==> src/shared/urr_pkg.sv <==
package urr_pkg;
  // register byte offsets on the bus
  localparam logic [7:0] OFF_CTRL     = 8'h00;
  localparam logic [7:0] OFF_BAUD     = 8'h04;
  localparam logic [7:0] OFF_DATA     = 8'h08;
  localparam logic [7:0] OFF_STAT     = 8'h0C;
  localparam logic [7:0] OFF_IRQ_STAT = 8'h10;
  localparam logic [7:0] OFF_IRQ_MASK = 8'h14;

  // control field positions
  localparam int unsigned CTRL_FILTER  = 0;
  localparam int unsigned CTRL_DOUBLE  = 1;
  localparam int unsigned CTRL_EN      = 2;
  localparam int unsigned CTRL_SIZE    = 3;
  localparam int unsigned CTRL_PAR_EN  = 6;
  localparam int unsigned CTRL_PAR_ODD = 7;

  // status field positions
  localparam int unsigned STAT_RXC   = 0;
  localparam int unsigned STAT_FE    = 1;
  localparam int unsigned STAT_DOR   = 2;
  localparam int unsigned STAT_UPE   = 3;
  localparam int unsigned STAT_NINTH = 4;
  localparam int unsigned STAT_BUSY  = 5;

  // interrupt event positions
  localparam int unsigned IRQ_RX  = 0;
  localparam int unsigned IRQ_FE  = 1;
  localparam int unsigned IRQ_OVR = 2;

  // reset values
  localparam logic [7:0]  CTRL_RST = 8'h00;
  localparam logic [11:0] BAUD_RST = 12'h000;
  localparam logic [2:0]  MASK_RST = 3'h0;

  // sample states per bit and voting positions
  localparam logic [4:0] NORM_SPB   = 5'h10;
  localparam logic [4:0] DBL_SPB    = 5'h08;
  localparam logic [4:0] NORM_FIRST = 5'h08;
  localparam logic [4:0] DBL_FIRST  = 5'h04;
  localparam logic [4:0] NORM_MID   = 5'h09;
  localparam logic [4:0] DBL_MID    = 5'h05;
  localparam logic [2:0] SIZE_MAX   = 3'h4;

  // accepted rate window for eight data-plus-parity bits, in hundredths of a percent
  localparam int unsigned NORM_SLOW_X100 = 9536;
  localparam int unsigned NORM_FAST_X100 = 10458;
  localparam int unsigned DBL_SLOW_X100  = 9600;
  localparam int unsigned DBL_FAST_X100  = 10390;
  localparam int unsigned OWN_ERR_X100   = 200;

  typedef enum logic [1:0] {ST_IDLE, ST_START, ST_BITS} urr_state_t;

  typedef struct packed {
    logic       upe;
    logic       dor;
    logic       fe;
    logic       ninth;
    logic [8:0] data;
  } urr_entry_t;
endpackage

==> src/hw/urr_rx.sv <==
// Local design decisions: the address map and the AHB-Lite slave port.
module urr_rx (
  input  wire logic                hclk,
  input  wire logic                hresetn,
  input  wire logic                hsel,
  input  wire logic [31:0]         haddr,
  input  wire logic [1:0]          htrans,
  input  wire logic                hwrite,
  input  wire logic [2:0]          hsize,
  input  wire logic [31:0]         hwdata,
  input  wire logic                hready,
  output logic                     hreadyout,
  output logic [31:0]              hrdata,
  output logic                     hresp,
  input  wire logic                serial_input_pin,
  output logic                     irq
);
  import urr_pkg::*;

  typedef struct packed {
    urr_state_t       st;
    logic [4:0]       smp;
    logic [3:0]       idx;
    logic [1:0]       votes;
    logic [9:0]       shift;
    urr_entry_t [1:0] fifo;
    logic [1:0]       cnt;
    logic             rd_ptr;
    logic             ovr_pend;
    logic [7:0]       ctrl;
    logic [11:0]      baud;
    logic [2:0]       irq_st;
    logic [2:0]       irq_mask;
    logic             ap_valid;
    logic             ap_write;
    logic [7:0]       ap_addr;
    logic [31:0]      rdata;
    logic             ready;
    logic             irq;
  } urr_rx_t;

  urr_rx_t q;
  urr_rx_t d;

  logic       lvl;
  logic       tick;
  logic       dbl;
  logic       en;
  logic [4:0] spb;
  logic [4:0] first_s;
  logic [4:0] mid_s;
  logic [4:0] third_s;
  logic [2:0] size;
  logic [3:0] ndata;
  logic [3:0] nbits;
  logic       vote;
  logic       done;
  logic       stop_v;
  logic       ftype;
  logic       discard;
  logic       accept;
  logic       wr_idx;
  logic [8:0] dmask;
  logic       par_err;
  logic       addr_ph;
  logic       pop;
  urr_entry_t head;

  function automatic logic maj3(input logic a, input logic b, input logic c);
    maj3 = (a & b) | (a & c) | (b & c);
  endfunction

  urr_sampler u_smp (
    .hclk               (hclk),
    .hresetn            (hresetn),
    .serial_input_pin   (serial_input_pin),
    .run                (en),
    .baud_divisor_value (q.baud),
    .line_level         (lvl),
    .sample_tick        (tick)
  );

  // mode decode from the control register
  assign dbl   = q.ctrl[CTRL_DOUBLE];
  assign en    = q.ctrl[CTRL_EN];
  assign size  = (q.ctrl[CTRL_SIZE +: 3] > SIZE_MAX) ? SIZE_MAX : q.ctrl[CTRL_SIZE +: 3];
  assign ndata = 4'(size) + 4'h5;
  assign nbits = ndata + 4'(q.ctrl[CTRL_PAR_EN]);
  assign dmask = 9'h1FF >> (SIZE_MAX - size);

  assign spb     = dbl ? DBL_SPB : NORM_SPB;
  assign first_s = dbl ? DBL_FIRST : NORM_FIRST;
  assign mid_s   = dbl ? DBL_MID : NORM_MID;
  assign third_s = mid_s + 5'h01;

  // majority of the two held samples and the current one
  assign vote = maj3(q.votes[0], q.votes[1], lvl);

  assign done   = tick && q.st == ST_BITS && q.smp == third_s && q.idx == nbits;
  assign stop_v = vote;
  // frame type from ninth bit or first stop bit
  assign ftype  = (size == SIZE_MAX) ? q.shift[8] : stop_v;
  // filter drops data frames here; a full buffer also loses frames
  assign discard = done && q.ctrl[CTRL_FILTER] && !ftype;
  assign accept  = done && !discard;
  assign wr_idx  = q.rd_ptr ^ q.cnt[0];
  assign par_err = q.ctrl[CTRL_PAR_EN]
                 & ((^(q.shift[8:0] & dmask)) ^ q.shift[ndata] ^ q.ctrl[CTRL_PAR_ODD]);

  // bus decode: zero wait states, so hready marks the address phase
  assign addr_ph = hsel && htrans[1] && hready;
  assign pop     = addr_ph && !hwrite && haddr[7:0] == OFF_DATA && q.cnt != 2'h0;
  assign head    = q.fifo[q.rd_ptr];

  // next state of the whole block
  always_comb
  begin
    d = q;
    d.ready = 1'b1;

    // receive recovery machine
    if (tick)
    begin
      case (q.st)
        ST_IDLE:
        begin
          if (!lvl)
          begin
            d.st = ST_START;
            d.smp = 5'h01; // first low sample is state one
          end
        end
        ST_START:
        begin
          d.smp = q.smp + 5'h01;
          if (q.smp == first_s)
          begin
            d.votes[0] = lvl;
          end
          if (q.smp == mid_s)
          begin
            d.votes[1] = lvl;
          end
          if (q.smp == third_s && vote)
          begin
            d.st = ST_IDLE; // spike, not a start bit
          end
          else if (q.smp == spb)
          begin
            d.st = ST_BITS;
            d.smp = 5'h01;
            d.idx = 4'h0;
            d.shift = 10'h000;
          end
        end
        ST_BITS:
        begin
          // wrap the sample state at the bit length
          d.smp = (q.smp == spb) ? 5'h01 : q.smp + 5'h01;
          if (q.smp == spb)
          begin
            d.idx = q.idx + 4'h1;
          end
          if (q.smp == first_s)
          begin
            d.votes[0] = lvl;
          end
          if (q.smp == mid_s)
          begin
            d.votes[1] = lvl;
          end
          if (q.smp == third_s)
          begin
            if (q.idx == nbits)
            begin
              // back to idle right after the last stop vote
              d.st = ST_IDLE;
            end
            else
            begin
              d.shift[q.idx] = vote;
            end
          end
        end
        default:
        begin
          d.st = ST_IDLE;
        end
      endcase
    end

    // software read pops the head entry
    if (pop)
    begin
      d.rd_ptr = ~q.rd_ptr;
      d.cnt = q.cnt - 2'h1;
    end

    // store the frame with its error flags
    if (accept)
    begin
      if (q.cnt == 2'h2 && !pop)
      begin
        d.ovr_pend = 1'b1; // buffer full: frame lost, flag rides on next stored one
      end
      else
      begin
        d.fifo[wr_idx].data = q.shift[8:0] & dmask;
        d.fifo[wr_idx].ninth = ftype;
        d.fifo[wr_idx].fe = !stop_v;
        d.fifo[wr_idx].upe = par_err;
        d.fifo[wr_idx].dor = q.ovr_pend;
        d.ovr_pend = 1'b0;
        d.cnt = d.cnt + 2'h1;
      end
    end

    // bus data phase writes
    if (q.ap_valid && q.ap_write)
    begin
      case (q.ap_addr)
        OFF_CTRL:     d.ctrl = hwdata[7:0];
        OFF_BAUD:     d.baud = hwdata[11:0]; // divisor picks own rate error
        OFF_IRQ_STAT: d.irq_st = q.irq_st & ~hwdata[2:0];
        OFF_IRQ_MASK: d.irq_mask = hwdata[2:0];
        default:      d.ctrl = q.ctrl;
      endcase
    end

    // events set after the clear so a coincident event wins
    if (accept)
    begin
      d.irq_st[IRQ_RX] = 1'b1;
      if (!stop_v)
      begin
        d.irq_st[IRQ_FE] = 1'b1;
      end
      if (q.cnt == 2'h2 && !pop)
      begin
        d.irq_st[IRQ_OVR] = 1'b1;
      end
    end

    // disabling stops reception and flushes the buffer
    if (!d.ctrl[CTRL_EN])
    begin
      d.st = ST_IDLE;
      d.cnt = 2'h0;
      d.ovr_pend = 1'b0;
    end

    // address phase capture and registered read data
    d.ap_valid = addr_ph;
    d.ap_write = hwrite;
    d.ap_addr = haddr[7:0];
    d.rdata = 32'h0000_0000;
    if (addr_ph && !hwrite)
    begin
      case (haddr[7:0])
        OFF_CTRL:     d.rdata[7:0] = q.ctrl;
        OFF_BAUD:     d.rdata[11:0] = q.baud;
        OFF_DATA:     d.rdata[8:0] = (q.cnt != 2'h0) ? head.data : 9'h000;
        OFF_STAT:
        begin
          d.rdata[STAT_RXC] = q.cnt != 2'h0;
          d.rdata[STAT_FE] = (q.cnt != 2'h0) && head.fe;
          d.rdata[STAT_DOR] = (q.cnt != 2'h0) && head.dor;
          d.rdata[STAT_UPE] = (q.cnt != 2'h0) && head.upe;
          d.rdata[STAT_NINTH] = (q.cnt != 2'h0) && head.ninth;
          d.rdata[STAT_BUSY] = q.st != ST_IDLE;
        end
        OFF_IRQ_STAT: d.rdata[2:0] = q.irq_st;
        OFF_IRQ_MASK: d.rdata[2:0] = q.irq_mask;
        default:      d.rdata = 32'h0000_0000;
      endcase
    end

    d.irq = |(d.irq_st & d.irq_mask);
  end

  // single register stage for all state
  always_ff @(posedge hclk or negedge hresetn)
  begin
    if (!hresetn)
    begin
      q <= '0;
      q.st <= ST_IDLE;
      q.ctrl <= CTRL_RST;
      q.baud <= BAUD_RST;
      q.irq_mask <= MASK_RST;
    end
    else
    begin
      q <= d;
    end
  end

  assign hreadyout = q.ready;
  assign hrdata    = q.rdata;
  assign hresp     = 1'b0;
  assign irq       = q.irq;
endmodule

==> src/hw/urr_sampler.sv <==
module urr_sampler (
  input  wire logic                hclk,
  input  wire logic                hresetn,
  input  wire logic                serial_input_pin,
  input  wire logic                run,
  input  wire logic [11:0]         baud_divisor_value,
  output logic                     line_level,
  output logic                     sample_tick
);
  import urr_pkg::*;

  typedef struct packed {
    logic [2:0]  sync;
    logic        lvl;
    logic [11:0] div;
    logic        tick;
  } urr_smp_t;

  urr_smp_t q;
  urr_smp_t d;

  // three-stage sync; level moves only when stages two and three agree
  always_comb
  begin
    d = q;
    d.sync = {q.sync[1:0], serial_input_pin};
    if (q.sync[2] == q.sync[1])
    begin
      d.lvl = q.sync[2];
    end
    d.tick = 1'b0;
    if (!run)
    begin
      d.div = 12'h000;
    end
    else if (q.div == baud_divisor_value)
    begin
      d.div = 12'h000;
      d.tick = 1'b1; // one sample state per divisor+1 clocks
    end
    else
    begin
      d.div = q.div + 12'h001;
    end
  end

  // line idles high, so reset to high to avoid a false start
  always_ff @(posedge hclk or negedge hresetn)
  begin
    if (!hresetn)
    begin
      q <= '{sync: 3'h7, lvl: 1'b1, div: 12'h000, tick: 1'b0};
    end
    else
    begin
      q <= d;
    end
  end

  assign line_level  = q.lvl;
  assign sample_tick = q.tick;
endmodule

==> config.mk <==
export PLATFORM = sky130hd
export DESIGN_NAME = urr_rx
export DESIGN_NICKNAME = d
export VERILOG_FILES = /design/src/shared/urr_pkg.sv /design/src/hw/urr_rx.sv /design/src/hw/urr_sampler.sv
export SDC_FILE = /design/constraint.sdc
export NUM_CORES = 1
export LEC_CHECK = 0
export ABC_AREA = 1
export BUFFER_PORTS_ARGS = -buffer_cell sky130_fd_sc_hd__buf_2
export CAP_MARGIN = 40
export CORE_UTILIZATION = 52
export CTS_CLUSTER_SIZE = 14
export DETAILED_ROUTE_END_ITERATION = 16
export PLACE_DENSITY = 0.76
export REMOVE_ABC_BUFFERS = 1
export SETUP_SLACK_MARGIN = 0.15
export SKIP_LAST_GASP = 1
export SLEW_MARGIN = 40
export SYNTH_ARGS = -nofsm -noshare
export SYNTH_HDL_FRONTEND = slang
export SYNTH_HIERARCHICAL = 1
export SYNTH_SLANG_ARGS = --single-unit
==> constraint.sdc <==
create_clock -name hclk -period 3 [get_ports hclk]
set_clock_uncertainty 0.15 [all_clocks]
set_input_delay 0.75 -clock hclk [delete_from_list [all_inputs] [get_ports hclk]]
set_output_delay 0.75 -clock hclk [all_outputs]
set_load 0.01 [all_outputs]
Word-level counts from Yosys, hierarchy flattened

Index checks and enable logic that the tools add are counted.

Memories kept: 0
Register bits: 140
Input bits: 75
Logic and storage cells: 210
Bits in writable memories: 0
Output and inout bits: 35
ROM bits: 0
Latch bits: 0

Reduce and logical (&&, ||, !) cells: 42
Equality and inequality tests: 31
Bitwise operators: 15
Add/subtract/negate cells: 9
Multiplexer cells: 72
$lt $le $gt $ge: 7
Div/mod/pow operators: 0
Shift-type cells: 1
Multiply operators: 0

Operators with widths:

| kind                                          | count |
|---|---|
| bitwise mux 26 bit                            | 5 |
| demux 13 bit (select 1 bit)                   | 5 |
| two-way mux 12 bit                            | 5 |
| two-way mux 10 bit                            | 5 |
| two-way mux 13 bit                            | 3 |
| == test 8 x 5 -> 1 bit, second input constant | 4 |
| case mux 16 bit (2 select lines)              | 1 |
| two-way mux 9 bit                             | 3 |
| two-way mux 23 bit                            | 1 |
| two-way mux 11 bit                            | 2 |
| two-way mux 21 bit                            | 1 |
| two-way mux 3 bit                             | 7 |
| logical AND 1 bit                             | 20 |
| case mux 3 bit (6 select lines)               | 1 |
| == test 8 x 3 -> 1 bit, second input constant | 2 |
| == test 8 x 4 -> 1 bit, second input constant | 2 |
| zero test 8 bit                               | 2 |
| case mux 5 bit (3 select lines)               | 1 |
| two-way mux 2 bit                             | 7 |
| adder 12 x 1 -> 12 bit, second input constant | 1 |
| == test 12 bit                                | 1 |
| two-way mux 1 bit                             | 12 |
| two-way mux 4 bit                             | 3 |
| case mux 2 bit (3 select lines)               | 2 |
| 50 further kinds                              | 81 |

Longest topological paths before layout

Gate-level depths: netlist of the first run.

Depth in word-level cells: 13
Depth in mapped cells: 21
Depth with buffers taken out: 21

Hierarchy

The synthesis of the first run kept the hierarchy.

By module, submodules not included:

| module      | instances | cells an instance | area each (um^2) | sequential area each (um^2) |
|---|---|---|---|---|
| urr_rx      | 1         | 730               | 5899.4           | 2577.5 |
| urr_sampler | 1         | 139               | 999.7            | 430.4 |

Worst setup path after synthesis of the first run

Ideal clock, no wire load.

Kind: flip-flop to flip-flop
Start: register q[65] in the netlist's numbering
End: register q[84] in the netlist's numbering
Setup time: 123 ps
Data arrival time: 2855 ps
Stages on the path, launching flop included: 18
Path slack: -128 ps
Path through: dfrtp_1 > buf_6 > o21ai_0 > nand2_1 > inv_1 > ha_1 > inv_1 > ha_1 > xor2_1 > nor2_1 > nand2_2 > nor2_4 > nand3_4 > nor2_8 > nand2_4 > buf_6 > nand2_1 > o21ai_2

Word-level cells in the longest chain between the ends: 11
Elaborated cells on any way between the ends: 14

RTL lines:

| what                                   | RTL line      | source |
|---|---|---|
| start: declaration                     | urr_rx.sv:42  | `urr_rx_t q;` |
| greater-than comparator 3 bit          | urr_rx.sv:86  | `assign size = (q.ctrl[CTRL_SIZE +: 3] > SIZE_MAX) ? SIZE_MAX : q.ctrl[CTRL_SIZE +: 3];` |
| two-way mux 3 bit *                    | urr_rx.sv:86  |  |
| adder 3 x 3 -> 4 bit                   | urr_rx.sv:87  | `assign ndata = 4'(size) + 4'h5;` |
| adder 4 x 1 -> 4 bit                   | urr_rx.sv:88  | `assign nbits = ndata + 4'(q.ctrl[CTRL_PAR_EN]);` |
| == test 4 bit                          | urr_rx.sv:99  | `assign done = tick && q.st == ST_BITS && q.smp == third_s && q.idx == nbits;` |
| logical AND 1 bit                      | urr_rx.sv:99  |  |
| logical AND 1 bit (2 in a row)         | urr_rx.sv:104 | `assign discard = done && q.ctrl[CTRL_FILTER] && !ftype;` |
| zero test 1 bit                        | urr_rx.sv:105 | `assign accept = done && !discard;` |
| logical AND 1 bit *                    | urr_rx.sv:105 |  |
| AND reduction 2 bit (no source line) * | --            |  |

Mark *: on every way between the ends. The rest lies on a longest branch, timed or not.
A chain may end at the register's enable or synchronous reset.

Final worst setup path of the first run

Start: register q[66] in the netlist's numbering
End: register q[83] in the netlist's numbering

Word-level cells in the longest chain between the ends: 11
Elaborated cells on any way between the ends: 18

RTL lines:

| what                                 | RTL line |
|---|---|
| greater-than comparator 3 bit        | urr_rx.sv:86 |
| two-way mux 3 bit *                  | urr_rx.sv:86 |
| adder 3 x 3 -> 4 bit                 | urr_rx.sv:87 |
| adder 4 x 1 -> 4 bit                 | urr_rx.sv:88 |
| == test 4 bit                        | urr_rx.sv:99 |
| logical AND 1 bit                    | urr_rx.sv:99 |
| logical AND 1 bit (2 in a row)       | urr_rx.sv:104 |
| zero test 1 bit                      | urr_rx.sv:105 |
| logical AND 1 bit                    | urr_rx.sv:105 |
| AND reduction 2 bit (no source line) | -- |

Marks and branches as above.

==> flow_summary.json, run 1 <==
{
  "fp.dieArea_um2": 13700,
  "synthFlopType": "dfrtp_1",
  "rsz0062_at_grt": "true",
  "cts-root-buf": "clkbuf_16",
  "critical_path.max_stage_delay_ns": 0.40,
  "clk_path_buf_depth": 2,
  "drc": 0,
  "synth_seq_cells": 120,
  "die_h_um": 117,
  "drtAntennaViolNets": 0,
  "r2r-start": "q[66]",
  "async_reset_ff_frac": 1.00,
  "ctsHoldBuffers": 0,
  "syn_inst": 869,
  "hold_path.class": "in -> async",
  "crit_type": "reg -> reg",
  "dr.pass1.iters": 5,
  "critPathMaxFanout": 6,
  "timing_hold_violations_final": 0,
  "fmax_ghz": 0.352,
  "cts_buffers": 17,
  "cts_tree": "built",
  "final_cells": 1127,
  "status": "completed",
  "globalplace.congestion": 0.890,
  "timing.hold.ws_ns": 0.183,
  "synth.largest_area_cell": "dfrtp_1",
  "placedCellCount": 1079,
  "grt_antenna_before_repair": 0,
  "drt_wl_total_mm": 16.3,
  "wl_per_cell_um": 14.5,
  "path_cells": "inv_1 -> nor2_2 -> inv_2 -> ha_4 -> inv_4 -> ha_4 -> xor2_1 -> nand2b_1 -> nand2_1 -> nand2_2 -> nor2_4 -> nand3_4 -> nor2_8 -> buf_12 -> nand2_8 -> o21ai_2",
  "ir_worst_vdd_v": 0.000375,
  "synth_warnings": 6,
  "grt_pass1_wl_mm": 26.1,
  "drtIter0Drc": 510,
  "drive_gt1_frac": 0.205,
  "netlist_top_cells_area": "dfrtp_1 (42%), nand2_1 (15%), inv_1 (5.8%)",
  "ys_seq_area_frac": 0.436,
  "worstReg2RegEnd": "q[83]",
  "p_leak_nw": 4.04,
  "min_period_ns": 2.84,
  "nets": 1040,
  "netlist.area_leader.share": 0.421,
  "worstSkewPairLatency_ns": 0.43,
  "power.density_nw_per_um2": 505,
  "setup_viol": 0,
  "yosys-top-cells-count": "nand2_1 (273), dfrtp_1 (116), inv_1 (107)",
  "ff2ff_path_depth": 16,
  "grt_usage": 0.253,
  "fillers": 1045,
  "diodes": 0,
  "period_share": 0.946,
  "cts_max_level": 4,
  "clk_pin_slew_ns": 0.06,
  "slew_headroom": 0.420,
  "start_util": 0.540,
  "worstMarginPinSlew_ns": 0.865,
  "cts.sinks": 120,
  "grt_pass1_vias": 5445,
  "arrival_ns": 3.04,
  "drv_slew": 0,
  "core_area_um2": 12800,
  "grt_overflow": 0,
  "avgSynthCellArea_um2": 7.94,
  "start_kind": "register",
  "rows": 41,
  "grt_max_degree": 44,
  "startpoint": "q[66]",
  "required_ns": 3.20,
  "critPathSlowestCell": "dfrtp_1",
  "die_width_um": 117,
  "dp_hpwl_mm": 11.0,
  "synth.most_common_cell": "nand2_1",
  "synthDistinctLibCells": 52,
  "area_delta_synth_final_pct": 18.5,
  "numPortBuffers": 40,
  "num_io_pins": 110,
  "synth-edff-count": 0,
  "crit_path_end": "q[83]",
  "detail_route.vias_per_cell": 5.21,
  "maxCapViolCount": 0,
  "synth_area_um2": 6900,
  "crit_path_frequent_cell": "ha_4",
  "vias": 5867,
  "reg2reg_slack_ns": 0.16,
  "endpoint_kind": "register"
}
where the power goes:
| group | internal, mW | switching (mW) | leakage [nW] | total (mW) |
|---|---|---|---|---|
| sequential | 1.69 | 0.0705 | 1.49 | 1.76 |
| clock | 1.17 | 0.731 | 0.272 | 1.90 |
| combinational | 0.166 | 0.295 | 2.28 | 0.461 |
| total | 3.03 | 1.10 | 4.04 | 4.13 |
area by class of cell:
type	instances	area, µm²	area share
repair buffers	78	562	0.0687
clock inverters	12	100	0.0122
flip-flops and latches	120	3010	0.368
inverters	110	415	0.0508
clock buffers	20	457	0.0559
well taps	172	215	0.0263
multi-input cells	615	3410	0.418
how the worst min path moves through the flow:
stage | from | end | slack, ns
floorplan | u_smp/d[15] | u_smp/d[16] | 0.20
global placement | u_smp/d[15] | u_smp/d[16] | 0.20
detailed placement | u_smp/d[15] | u_smp/d[16] | 0.20
CTS | hresetn | hrdata[10] | 0.20
global route | u_smp/d[15] | u_smp/d[16] | 0.21
finish | hresetn | hrdata[10] | 0.18
placed cells by master (no fill, tap or decap), types with 5 or more instances in the layout:
master and n:
nand2_1 269, dfrtp_1 115, inv_1 104, nor2_1 49
o21ai_0 47, nand3_1 39, buf_2 39, buf_4 31
o21ai_2 27, conb_1 22, a21oi_1 18, ha_1 17
clkbuf_16 17, nor3_1 12, xor2_1 12, nand4_1 11
nand2_2 10, o22ai_1 7, clkinv_2 6, nor2_2 5
xnor2_1 5, nand2_8 5, ha_4 5, buf_12 5
metrics by stage:
stage | instance area [µm²] | worst slack [ns] | setup TNS [ns] | utilization | power (mW)
CTS | 7910 | 0.138 | 0 | 0.619 | 4.14
global placement | 7260 | 0.0955 | 0 | 0.569 | 2.22
finish | 8170 | 0.163 | 0 | 0.640 | 4.13
detailed placement | 7260 | 0.00435 | 0 | 0.569 | 2.24
global route | 8170 | 0.0639 | 0 | 0.640 | 4.31
floorplan | 6620 | -0.290 | -7.90 | - | 2.10
registers in the layout (all words and copies together) (netlist names):
name               flops
dbl                    1
en                     1
hrdata                12
hreadyout              1
irq                    1
q                     87
u_smp/d                2
u_smp/line_level       1
u_smp/q               13
u_smp/sample_tick      1
metal layers:
| metal | GRT usage | share of wire | wire length [µm] | up-vias |
|---|---|---|---|---|
| met2 | 0.409 | 0.48 | 7820 | 202 |
| met4 | 0.109 | 0.033 | 542 | 0 |
| li1 | - | - | - | 2860 |
| met1 | 0.324 | 0.43 | 6990 | 2759 |
| met5 | 0 | 0 | 0 | - |
| met3 | 0.0633 | 0.059 | 964 | 46 |
logic make-up (layout without fill, tap and decap cells):
family	after synthesis	after routing	synth area share
flip-flops	120	120	0.436
AND/OR/NAND/NOR	421	426	0.267
buffers and inverters	159	220	0.111
other	2	22	0.00109
adder cells (fa/ha/maj)	24	24	0.0432
multiplexers	4	4	0.00653
XOR/XNOR	19	19	0.0252
AO/OA/AOI/OAI	120	120	0.110
worst max-delay path, delay by kind of cell, from the launching register on:
family	cells	cell delay, ns
compound gates	1	0.16
xor+xnor	1	0.15
fa+ha+maj	2	0.43
buf+inv	4	0.39
flops	1	0.40
simple gates	8	1.08
timing repair:
action                     CTS  global route
pin swaps                    4            14
gates resized for setup      7            31
buffers inserted             2             9
cloned                       2             3
setup endpoints to repair   38            42
(Power assumes the default switching activity.)
==> inputs of run 2 (changes only) <==
--- a/config.mk
+++ b/config.mk
@@ -8,10 +8,10 @@
 export ABC_AREA = 1
 export BUFFER_PORTS_ARGS = -buffer_cell sky130_fd_sc_hd__buf_2
 export CAP_MARGIN = 40
-export CORE_UTILIZATION = 52
+export CORE_UTILIZATION = 50
 export CTS_CLUSTER_SIZE = 14
 export DETAILED_ROUTE_END_ITERATION = 16
-export PLACE_DENSITY = 0.76
+export PLACE_DENSITY = 0.71
 export REMOVE_ABC_BUFFERS = 1
 export SETUP_SLACK_MARGIN = 0.15
 export SKIP_LAST_GASP = 1
==> constraint.sdc (replaced) <==
create_clock -name hclk -period 2.85 [get_ports hclk]
set_clock_uncertainty 0.15 [all_clocks]
set_input_delay 0.7125 -clock hclk [delete_from_list [all_inputs] [get_ports hclk]]
set_output_delay 0.7125 -clock hclk [all_outputs]
set_load 0.01 [all_outputs]
==> flow_summary.json, run 2 (synthesis gave the netlist of run 1 again) <==
{
  "status": "completed",
  "arrival_ns": 2.88,
  "ir_worst_vdd_v": 0.000397,
  "area_delta_synth_final_pct": 21.6,
  "timing.hold.ws_ns": 0.152,
  "nets": 1051,
  "drc": 0,
  "design_power_total_mw": 4.65,
  "drv_slew": 0,
  "grt_pass1_vias": 5637,
  "fp.dieArea_um2": 14300,
  "start_util": 0.517,
  "clk_pin_slew_ns": 0.06,
  "die_h_um": 119,
  "critPathSlowestCell": "dfrtp_1",
  "crit_type": "reg -> reg",
  "grt_overflow": 0,
  "fmax_ghz": 0.366,
  "diodes": 0,
  "drtIter0Drc": 429,
  "cts.sinks": 120,
  "critPathBufInv": 3,
  "hold_path.class": "in -> async",
  "grt_pass1_wl_mm": 27.4,
  "critPathTopFamily": "simple AND/OR/NAND/NOR gates",
  "cts_max_level": 4,
  "p_sw_mw": 1.18,
  "p_comb_frac": 0.107,
  "sw_frac_of_total": 0.254,
  "worstMarginPinSlew_ns": 0.718,
  "timing_hold_violations_final": 0,
  "num_io_pins": 110,
  "globalplace.congestion": 0.853,
  "dr.pass1.iters": 5,
  "fillers": 1172,
  "endpoint_kind": "register",
  "cts-root-buf": "clkbuf_16",
  "cts_tree": "built",
  "wl_per_cell_um": 14.5,
  "grt_max_degree": 46,
  "power.density_nw_per_um2": 554,
  "maxCapViolCount": 0,
  "required_ns": 3.00,
  "rows": 42,
  "cts_buffers": 17,
  "regMostFlops": "q",
  "vias": 5854,
  "p_leak_nw": 4.14,
  "setup_viol": 0,
  "slew_headroom": 0.520,
  "detail_route.vias_per_cell": 5.13,
  "min_period_ns": 2.73,
  "seq_power_share": 0.400,
  "grt_usage": 0.249,
  "drtAntennaViolNets": 0,
  "grt_antenna_before_repair": 0,
  "largest_register_ffs": 87,
  "final_cell_mix": "nand2_1 (256), dfrtp_1 (115), inv_1 (103)",
  "core_area_um2": 13300,
  "worstSkewPairLatency_ns": 0.42,
  "clk_path_buf_depth": 2,
  "layout.cells.most_common": "nand2_1",
  "die_width_um": 119,
  "clockPowerShare": 0.494,
  "drt_wl_total_mm": 16.5,
  "p_int_mw": 3.47,
  "critical_path.max_stage_delay_ns": 0.42,
  "numPortBuffers": 40,
  "fin_util": 0.629,
  "rsz0062_at_grt": "true",
  "critPathMaxFanout": 7,
  "path_cells": "o21ai_2 -> nand2_2 -> inv_2 -> ha_4 -> inv_4 -> ha_4 -> xor2_1 -> nor2_1 -> nand2_2 -> nor2_4 -> nand3_4 -> nor2_8 -> buf_12 -> nand2_8 -> nand2_1 -> nand2_1",
  "drive_gt1_frac": 0.230,
  "ctsHoldBuffers": 0,
  "dp_hpwl_mm": 11.2,
  "period_share": 0.957,
  "start_kind": "register"
}
==> run 2: layout make-up <==
cell class | instances | area (µm²) | share of cell area
clock buffers | 21 | 460 | 0.0549
flip-flops and latches | 120 | 3010 | 0.359
clock inverters | 11 | 170 | 0.0203
multi-input cells | 616 | 3500 | 0.418
inverters | 110 | 415 | 0.0495
repair buffers | 88 | 612 | 0.0729
well taps | 176 | 220 | 0.0262
==> run 2: what timing repair did <==
action	in CTS	in global routing
pin swaps	12	8
endpoints found under the setup margin	38	44
endpoints found under the hold margin	0	0
setup buffers	5	3
cloned	5	1
resized for setup	37	29
==> run 2: routing by layer <==
metal	share of wire	vias up	global-route usage
li1	-	2895	-
met4	0.021	0	0.0992
met5	0	-	0
met2	0.49	163	0.409
met1	0.43	2766	0.308
met3	0.056	30	0.0694
==> run 2: through the flow <==
stage | setup TNS, ns | area [µm²] | instances | worst slack [ns]
6_report | 0 | 8390 | 1142 | 0.121
2_1_floorplan | -14.18 | 6620 | 840 | -0.440
5_1_grt | 0 | 8390 | 1142 | 0.0206
3_3_place_gp | 0 | 7370 | 1096 | 0.0152
4_1_cts | 0 | 8250 | 1138 | 0.154
3_5_place_dp | -0.595 | 7370 | 1096 | -0.0493
==> run 2: path summary, 6_finish.rpt <==
| kind | from | endpoint | slack (ns) | cells after the start |
|---|---|---|---|---|
| worst max register to register | q[66] | q[99] | 0.12 | 16 |
| worst min-delay path | hresetn | q[113] | 0.15 | 1 |
| worst max-delay path | q[66] | q[99] | 0.12 | 16 |
| worst min register to register | u_smp/d[15] | u_smp/d[16] | 0.21 | 0 |
| max in group asynchronous | hresetn | u_smp/line_level | 1.71 | 2 |
| min in group hclk | u_smp/d[15] | u_smp/d[16] | 0.21 | 0 |
==> run 2: power by group through the flow <==
stage               Combinational (mW)  Sequential (mW)  Clock (mW)
detailed placement               0.477             1.89           0
CTS                              0.491             1.86        2.33
finish                           0.496             1.86        2.30
global placement                 0.468             1.88           0
global route                     0.567             1.87        2.41
floorplan                        0.340             1.87           0
==> run 2: worst register-to-register path, cell delays in order, from the launching register on <==
cell and delay (ns):
dfrtp_1 0.42, o21ai_2 0.23, nand2_2 0.10, inv_2 0.08, ha_4 0.21, inv_4 0.06, ha_4 0.19, xor2_1 0.13
nor2_1 0.13, nand2_2 0.08, nor2_4 0.12, nand3_4 0.10, nor2_8 0.13, buf_12 0.19, nand2_8 0.11, nand2_1 0.11
nand2_1 0.06
